[config.mk]
export PLATFORM = sky130hd
export DESIGN_NAME = serial_link_crc_gen_check
export DESIGN_NICKNAME = d
export VERILOG_FILES = /design/src/crc_link_pkg.sv /design/src/pin_sync.sv /design/src/tx_crc_gen.sv /design/src/serial_link_crc_gen_check.sv
export SDC_FILE = /design/constraint.sdc
export NUM_CORES = 1
export LEC_CHECK = 0
export ABC_AREA = 1
export BUFFER_PORTS_ARGS = -buffer_cell sky130_fd_sc_hd__buf_4
export CORE_ASPECT_RATIO = 1.4
export CORE_UTILIZATION = 48
export DETAILED_ROUTE_END_ITERATION = 16
export GPL_ROUTABILITY_DRIVEN = 0
export GPL_TIMING_DRIVEN = 0
export PLACE_DENSITY_LB_ADDON = 0.25
export REMOVE_ABC_BUFFERS = 1
export SETUP_SLACK_MARGIN = 0.5
export SYNTH_ARGS = -nofsm -noshare
export SYNTH_HDL_FRONTEND = slang
export SYNTH_SLANG_ARGS = --single-unit
export TNS_END_PERCENT = 30
[constraint.sdc]
create_clock -name pclk -period 1.4 [get_ports pclk]
set_input_delay 0.07 -clock pclk [delete_from_list [all_inputs] [get_ports pclk]]
set_output_delay 0.07 -clock pclk [all_outputs]
set_load 0.01 [all_outputs]
[src/crc_link_pkg.sv]
package crc_link_pkg;
    localparam int crc_width = 16;
    localparam int data_width = 8;
    // apb byte addresses
    localparam logic [7:0] param_reg_addr = 8'h00;
    localparam logic [7:0] ctrl_reg_addr = 8'h04;
    localparam logic [7:0] rxbuf_reg_addr = 8'h08;
    localparam logic [7:0] txcrc_reg_addr = 8'h0c;
    localparam logic [7:0] rxcrc_reg_addr = 8'h10;
    // parameter register fields
    localparam int byte_count_protocol_bit = 15;
    // control register fields
    localparam int crc_disable_bit = 0;
    localparam int tx_start_bit = 1;
    // receive buffer fields
    localparam int rx_check_error_bit = 12;
    localparam int rx_end_msg_bit = 13;
    localparam int rx_full_bit = 15;
    // generator taps, as stage index fed by the feedback term
    localparam int tap_a_byte_count = 2;
    localparam int tap_b_byte_count = 15;
    localparam int tap_a_bit_oriented = 5;
    localparam int tap_b_bit_oriented = 12;
    // logical remainder expected after check bytes in bit-oriented mode
    localparam logic [15:0] good_remainder = 16'h1d0f;
    localparam logic [15:0] all_zero = 16'h0000;
    localparam logic [15:0] all_ones = 16'hffff;
    localparam logic [31:0] apb_zero = 32'h0000_0000;
    localparam logic [31:0] param_reset = 32'h0000_0000;

    // one shift of the generator; taps not selected pass data straight on
    function automatic logic [15:0] crc_step(input logic [15:0] cur, input logic din,
                                             input logic byte_mode, input logic fb_en);
        logic fb;
        logic [15:0] nxt;
        fb = fb_en & (din ^ cur[crc_width-1]);
        nxt = {cur[crc_width-2:0], fb};
        if (byte_mode) begin
            nxt[tap_a_byte_count] = cur[tap_a_byte_count-1] ^ fb;
            nxt[tap_b_byte_count] = cur[tap_b_byte_count-1] ^ fb;
        end else begin
            nxt[tap_a_bit_oriented] = cur[tap_a_bit_oriented-1] ^ fb;
            nxt[tap_b_bit_oriented] = cur[tap_b_bit_oriented-1] ^ fb;
        end
        return nxt;
    endfunction
endpackage

[src/pin_sync.sv]
`timescale 1ns/10ps
module pin_sync
    import crc_link_pkg::*;
(
    input wire logic pclk,
    input wire logic presetn,
    input wire logic din,
    output logic dout
);
    logic s1_q, s2_q, s3_q, out_q;
    always_ff @(posedge pclk or negedge presetn) begin
        if (!presetn) begin
            s1_q <= 1'b0;
            s2_q <= 1'b0;
            s3_q <= 1'b0;
            out_q <= 1'b0;
        end else begin
            s1_q <= din;
            s2_q <= s1_q;
            s3_q <= s2_q;
            // change counts once stages two and three agree
            if (s2_q == s3_q) begin
                out_q <= s3_q;
            end
        end
    end
    assign dout = out_q;
endmodule

[src/tx_crc_gen.sv]
`timescale 1ns/10ps
module tx_crc_gen
    import crc_link_pkg::*;
(
    input wire logic pclk,
    input wire logic presetn,
    input wire logic byte_mode,
    input wire logic bit_tick,
    input wire logic crc_shift_en,
    input wire logic fb_en,
    input wire logic tx_serial_out,
    input wire logic clear_req,
    output logic [15:0] crc_logical,
    output logic tx_crc_msb_out
);
    // stored at line level; bit-oriented mode keeps logical zero as high
    logic [15:0] level_q;
    logic [15:0] logical;
    logic [15:0] clear_level;
    assign logical = byte_mode ? level_q : ~level_q;
    assign clear_level = byte_mode ? all_zero : ~all_ones;
    always_ff @(posedge pclk or negedge presetn) begin
        if (!presetn) begin
            level_q <= all_zero;
        end else if (clear_req) begin
            level_q <= clear_level;
        end else if (bit_tick && crc_shift_en) begin
            level_q <= byte_mode ? crc_step(logical, tx_serial_out, byte_mode, fb_en)
                                 : ~crc_step(logical, tx_serial_out, byte_mode, fb_en);
        end
    end
    assign crc_logical = logical;
    // check sequence leaves inverted in bit-oriented mode
    assign tx_crc_msb_out = byte_mode ? logical[crc_width-1] : ~logical[crc_width-1];
endmodule

[src/serial_link_crc_gen_check.sv]
`timescale 1ns/10ps
// Function
// - byte-count mode tests receive CRC every character
// - zero register at character end sets flag
// - check only while message active
// - CRC-disable control suppresses the flag
// - bit-oriented: flag error unless remainder matches
// - bit-oriented compare qualified by closing flag
// - stored polarity per mode; compare logical values
// - byte-count flag loads with its character
// - bit-oriented flag shown with end of message
// - parameter bit 15 selects byte-count mode
// - byte-count taps at input, bit 2, 15
// - bit-oriented taps at input, bit 5, 12
// - unused taps act as plain shift stages
// - shift once per bit time when enabled
// - clear to zeros or ones by mode
// - clear on synchronised start of message
// - byte-count: clear when sending-check state ends
// - check result held in buffer bit 12
// - input is data xor bit 15 output
// - bit-oriented check sequence sent complemented
// - data unaltered; check shifted out, feedback off
module serial_link_crc_gen_check
    import crc_link_pkg::*;
(
    input wire logic pclk,
    input wire logic presetn,
    input wire logic psel,
    input wire logic penable,
    input wire logic pwrite,
    input wire logic [7:0] paddr,
    input wire logic [31:0] pwdata,
    output logic [31:0] prdata,
    output logic pready,
    output logic pslverr,
    input wire logic tx_bit_tick,
    input wire logic tx_data_bit,
    input wire logic tx_crc_shift_en,
    input wire logic sending_check_state,
    input wire logic synced_start_of_message,
    output logic tx_line_bit,
    output logic tx_start_of_message,
    output logic [15:0] tx_crc_register,
    input wire logic rx_char_load,
    input wire logic [7:0] rx_char,
    input wire logic [15:0] rx_crc_level,
    input wire logic message_active,
    input wire logic character_complete,
    input wire logic closing_flag_seen,
    input wire logic receive_end_of_message,
    output logic rx_check_flag
);
    logic [31:0] param_q;
    logic crc_disable_q;
    logic tx_start_of_message_q;
    logic [15:0] rxbuf_q;
    logic [31:0] prdata_q;
    logic pready_q;
    logic pslverr_q;
    logic tx_line_q;
    logic [15:0] txcrc_q;
    logic sending_prev_q;
    logic synced_start_of_message_prev_q;
    logic synced_start_of_message_sync;

    // start-of-message arrives from the bit-sync side, another clock
    pin_sync u_synced_start_of_message_sync (
        .pclk(pclk),
        .presetn(presetn),
        .din(synced_start_of_message),
        .dout(synced_start_of_message_sync)
    );

    wire byte_mode = param_q[byte_count_protocol_bit];

    // apb decode
    wire setup_phase = psel & ~penable;
    wire access = psel & penable;
    wire hit_param = paddr == param_reg_addr;
    wire hit_ctrl = paddr == ctrl_reg_addr;
    wire hit_rxbuf = paddr == rxbuf_reg_addr;
    wire hit_txcrc = paddr == txcrc_reg_addr;
    wire hit_rxcrc = paddr == rxcrc_reg_addr;
    wire mapped = hit_param | hit_ctrl | hit_rxbuf | hit_txcrc | hit_rxcrc;
    wire wr_ok = access & pready_q & pwrite & mapped;
    wire [31:0] ctrl_view = {30'h0000_0000, tx_start_of_message_q, crc_disable_q};
    wire [15:0] rx_logical = byte_mode ? rx_crc_level : ~rx_crc_level;
    wire [31:0] rd_mux = hit_param ? param_q :
                         hit_ctrl ? ctrl_view :
                         hit_rxbuf ? {16'h0000, rxbuf_q} :
                         hit_txcrc ? {16'h0000, txcrc_q} :
                         hit_rxcrc ? {16'h0000, rx_logical} : apb_zero;

    // no wait state: answer registered in the setup cycle
    always_ff @(posedge pclk or negedge presetn) begin
        if (!presetn) begin
            pready_q <= 1'b0;
            prdata_q <= apb_zero;
            pslverr_q <= 1'b0;
        end else begin
            pready_q <= setup_phase;
            pslverr_q <= setup_phase & ~mapped;
            prdata_q <= (setup_phase & ~pwrite) ? rd_mux : apb_zero;
        end
    end

    // receive error detection
    wire rx_zero = rx_logical == all_zero;
    wire rx_good_rem = rx_logical == good_remainder;
    wire check_window = message_active & ~crc_disable_q & character_complete;
    wire byte_flag = check_window & rx_zero;
    wire bit_flag = check_window & closing_flag_seen & ~rx_good_rem;
    wire check_result = byte_mode ? byte_flag : bit_flag;

    always_ff @(posedge pclk or negedge presetn) begin
        if (!presetn) begin
            param_q <= param_reset;
            crc_disable_q <= 1'b0;
            rxbuf_q <= all_zero;
        end else begin
            if (wr_ok && hit_param) begin
                param_q <= pwdata;
            end
            if (wr_ok && hit_ctrl) begin
                crc_disable_q <= pwdata[crc_disable_bit];
            end
            if (rx_char_load) begin
                rxbuf_q <= all_zero;
                rxbuf_q[data_width-1:0] <= rx_char;
                rxbuf_q[rx_check_error_bit] <= check_result;
                rxbuf_q[rx_end_msg_bit] <= receive_end_of_message;
                rxbuf_q[rx_full_bit] <= 1'b1;
            end
        end
    end

    // start control: software sets, synced echo clears; a set wins
    always_ff @(posedge pclk or negedge presetn) begin
        if (!presetn) begin
            tx_start_of_message_q <= 1'b0;
        end else if (wr_ok && hit_ctrl && pwdata[tx_start_bit]) begin
            tx_start_of_message_q <= 1'b1;
        end else if (synced_start_of_message_sync) begin
            tx_start_of_message_q <= 1'b0;
        end
    end

    // transmit generator
    wire synced_start_of_message_rise = synced_start_of_message_sync & ~synced_start_of_message_prev_q;
    wire check_fall = ~sending_check_state & sending_prev_q & byte_mode;
    wire [15:0] crc_now;
    wire crc_msb;
    tx_crc_gen u_tx_crc (
        .pclk(pclk),
        .presetn(presetn),
        .byte_mode(byte_mode),
        .bit_tick(tx_bit_tick),
        .crc_shift_en(tx_crc_shift_en),
        .fb_en(~sending_check_state),
        .tx_serial_out(tx_data_bit),
        .clear_req(synced_start_of_message_rise | check_fall),
        .crc_logical(crc_now),
        .tx_crc_msb_out(crc_msb)
    );

    always_ff @(posedge pclk or negedge presetn) begin
        if (!presetn) begin
            tx_line_q <= 1'b0;
            txcrc_q <= all_zero;
            sending_prev_q <= 1'b0;
            synced_start_of_message_prev_q <= 1'b0;
        end else begin
            // data passes unaltered; check bits follow from the generator
            tx_line_q <= sending_check_state ? crc_msb : tx_data_bit;
            txcrc_q <= crc_now;
            sending_prev_q <= sending_check_state;
            synced_start_of_message_prev_q <= synced_start_of_message_sync;
        end
    end

    assign prdata = prdata_q;
    assign pready = pready_q;
    assign pslverr = pslverr_q;
    assign tx_line_bit = tx_line_q;
    assign tx_start_of_message = tx_start_of_message_q;
    assign tx_crc_register = txcrc_q;
    assign rx_check_flag = rxbuf_q[rx_check_error_bit];

    flag_load_a: assert property (@(posedge pclk) disable iff (!presetn)
        rx_char_load |=> rx_check_flag == $past(check_result))
        else $error("check flag not loaded with character");
    flag_disable_a: assert property (@(posedge pclk) disable iff (!presetn)
        (rx_char_load && crc_disable_q) |=> !rx_check_flag)
        else $error("check flag set while disabled");
    flag_byte_a: assert property (@(posedge pclk) disable iff (!presetn)
        (rx_char_load && byte_mode && message_active && !crc_disable_q && character_complete
         && rx_logical == all_zero) |=> rx_check_flag)
        else $error("zero remainder not flagged");
    flag_bit_a: assert property (@(posedge pclk) disable iff (!presetn)
        (rx_char_load && !byte_mode && rx_logical == good_remainder) |=> !rx_check_flag)
        else $error("good remainder flagged as error");
    inactive_flag_a: assert property (@(posedge pclk) disable iff (!presetn)
        (rx_char_load && !message_active) |=> !rx_check_flag)
        else $error("flag set outside message");
    line_data_a: assert property (@(posedge pclk) disable iff (!presetn)
        !sending_check_state |=> tx_line_bit == $past(tx_data_bit))
        else $error("data altered on line");
    start_clear_a: assert property (@(posedge pclk) disable iff (!presetn)
        $rose(synced_start_of_message_sync) |=> ##1 tx_crc_register == (byte_mode ? all_zero : all_ones))
        else $error("generator not cleared at start");
    // a clear or a mode write may change the logical view, so both leave the antecedent
    hold_crc_a: assert property (@(posedge pclk) disable iff (!presetn)
        (!(tx_bit_tick && tx_crc_shift_en) && !synced_start_of_message_rise && !check_fall && !(wr_ok && hit_param))
        |=> crc_now == $past(crc_now))
        else $error("generator moved without enable");
    apb_wait_a: assert property (@(posedge pclk) disable iff (!presetn)
        (psel && !penable) |=> pready)
        else $error("apb answer late");
endmodule

==> metrics.md <==
| Metric | Value |
|---|---|
| Final HPWL DP | ~9300 um |
| First-pass GRT wire length | between 20000 and 30000 um |
| DRC Markers | 0 |
| Utilization after layout | 0.840 |
| Worst setup margin | -0.482 ns |
| Status | finished, violations left |
| Setup crit start kind | flip-flop |
| Worst skew pair latency | 0.42 ns |
| Launch point of the worst path | param_q[15] |
| Root buf cell | clkbuf_16 |
| Initial Util | 0.496 |
| Critical path arrival | about 2.2 ns |
| Area contributors post-synth | dfrtp_1, nand2_1, inv_1, o21ai_2, nand2_2 |
| Chip height | ~130 um |
| CTS clock-pin slew for the worst setup and hold paths | 0.05 ns |
| Req. time, crit path | 1.69 ns |
| #FFs+latches synth | about 120 |
| Ys flop type | dfrtp_1 |
| Die area | around 12000 um^2 |
| Post-synth EDFFs | 0 |
| Synth cell types | 26 |
| Worst-margin pin slew | around 0.48 ns |
| FF-to-FF setup slack | -0.48 ns |
| Worst reg-to-reg path cell count | 10 |
| Sequential-to-total area share from yosys stat | 0.548 |
| Core Box Area | around 11000 um^2 |
| CTS buffer count | 17 |
| Placed Area | roughly 6500 um^2 |
| Period utilization | 1.34 |
| Unrepaired setup endpoints after global routing | true |
| Final hold slack | -0.397 ns |
| Largest net degree at the start of global routing | 47 |
| Gr usage total | 0.306 |
| H-tree depth | 4 |
| Leak | ~4.2 nW |
| Syn. warnings | 0 |
| Max capacitance violation total | 0 |
| Rel. slew slack | 0.680 |
| Power, Total | ~0.0089 W |
| Metal1 wirelength | roughly 7000 um |
| Reg2Reg Launch Point | param_q[15] |
| Max clock buf depth | 2 |
| DR WL met2 | 10900 um |
| Worst Skew | about 0.0063 ns |
| Port bufs | between 100 and 150 |
| Mean Syn Cell Area | around 9 um^2 |
| WL/cell | slightly below 20 um |
| Synth top area share | 0.548 |
| Peak VDD IR | 0.000995 V |
| Gate Count Post-Synth | 610 |
| Post-Route WL | 20000 um |
| Die width | ~92 um |
| Number of diodes | 0 |
| Met3 WL | 1220 um |
| Vias in the first global route | about 5300 |
| CTS tree | built |
| DR iter-0 viols | between 400 and 500 |
| Top cells by count, synth | nand2_1, dfrtp_1, inv_1 |
| Rows | 45 |
| Worst-path fanout max | 7 |
| Max-slew violations | 0 |
| Pwr/cell area | 977 nW/um^2 |
| Async SR Flop Fraction | 1.00 |
| Share of layout cells above drive strength 1 | 0.464 |
| Post-route cell area | about 9100 um^2 |
| ANT nets after route | 0 |
| Top-count cell post-synth | nand2_1 |
| Post-synthesis cell area | approximately 5400 um^2 |
| Initial antenna violation count | 0 |
| CP endpoint kind | flip-flop |
| Failing checks | hold timing, setup timing |
| Final nets | slightly above 900 |
| Via density | approximately 5.5 |
| Pre-Repair DR Iteration Count | 5 |
| DR vias | approximately 5500 |
| Max layer used | met4 |
| P&R area growth vs syn | 69.5% |
| Setup violations, final | 26 |
| Max Clock Freq | about 0.53 GHz |
| Io pins | 132 |
| Critical path class | reg2reg |
| Final Hold Fails | 68 |
| RR Endpoint | u_tx_crc.level_q[2] |
| Crit path time final | 1.88 ns |
| Clk sinks | about 120 |
| Overflow after GRT | 0 |
| Critical Path Sink | u_tx_crc.level_q[2] |
| Leading area contributor after synthesis | dfrtp_1 |
| Tightest Hold Check Type | in2async |
-- metrics by stage --
step | setup slack (ns) | setup TNS [ns] | cells
6_report | -0.482 | -6.54 | 1006
5_1_grt | -0.552 | -8.31 | 1006
4_1_cts | -0.356 | -5.49 | 980
3_5_place_dp | -1.37 | -72.10 | 861
3_3_place_gp | -2.02 | -93.48 | 858
2_1_floorplan | -1.17 | -43.23 | 586
-- where the power goes --
group	total, W	internal, W	switching [W]
Combinational	0.000931	0.000469	0.000462
Sequential	0.00357	0.00350	0.0000729
Clock	0.00442	0.00280	0.00162
Total	0.00892	0.00677	0.00215
-- cell type report --
| class | count | area (um^2) |
|---|---|---|
| well taps | 141 | 176 |
| multi-input cells | 381 | 2580 |
| repair inverters | 4 | 30.0 |
| clock inverters | 11 | 124 |
| flip-flops and latches | 118 | 2960 |
| fillers | 549 | 1730 |
| repair buffers | 240 | 2430 |
| clock buffers | 21 | 480 |
| inverters | 90 | 355 |
-- registers in the layout (all words and copies together), names as in the netlist, 11 cells and up --
signal	flops
param_q	32
prdata	32
tx_crc_register	16
u_tx_crc.level_q	16
rxbuf_q	11
-- repair_timing --
action                                  4_1_cts  5_1_grt
pin swaps                                    36       48
resized for setup                           134      105
buffers inserted                             32       23
hold buffers                                 48        1
endpoints found under the setup margin      154      163
cloned                                        7        3
endpoints found under the hold margin        98       33
-- worst min-delay path by stage --
stage / slack [ns] / to / cells past startpoint / startpoint
after detailed placement: 0.04 / param_q[27] / 1 / presetn
after CTS: -0.39 / tx_crc_register[6] / 1 / presetn
after global placement: 0.18 / u_synced_start_of_message_sync.s1_q / 1 / synced_start_of_message
after global routing: -0.37 / param_q[6] / 1 / presetn
final: -0.40 / param_q[6] / 1 / presetn
after floorplan: -0.23 / crc_disable_q / 0 / presetn
-- cells in the final DEF, fill, tap and decap left out, types with 12 or more instances in the layout --
master and count:
nand2_4 28, nor2_4 12, o21ai_2 29, nor2_1 24
nand2_1 146, buf_6 77, dfrtp_1 117, clkinvlp_4 14
inv_1 79, buf_4 101, clkbuf_16 17, nand2_2 40
dlygate4sd3_1 47
-- metal layers --
layer  global-route usage  vias up
li1                     -     2377
met3               0.0655       94
met1                0.327     2688
met2                0.561      324
met4                0.161        0
met5                    0        -
-- worst max-delay path, cell delays in order, from the launching register on --
cell        delay (ns)
dfrtp_4           0.45
buf_16            0.13
clkinvlp_4        0.20
nor2_2            0.17
nor2_1            0.09
nand2_1           0.08
nand3_2           0.16
nor2_1            0.17
nand2_1           0.10
nand3_1           0.10
o21ai_0           0.09
-- cells by family after synthesis --
kind of cell | Yosys count | share of synthesized area
buffers and inverters | 114 | 0.0908
DFF | 118 | 0.548
AOI/OAI and AO/OA | 78 | 0.105
xor gates and xnor gates | 17 | 0.0276
adders and majority gates | 1 | 0.00186
and+or+nand+nor | 282 | 0.226
Note: power is estimated with default switching activity, not from simulation.
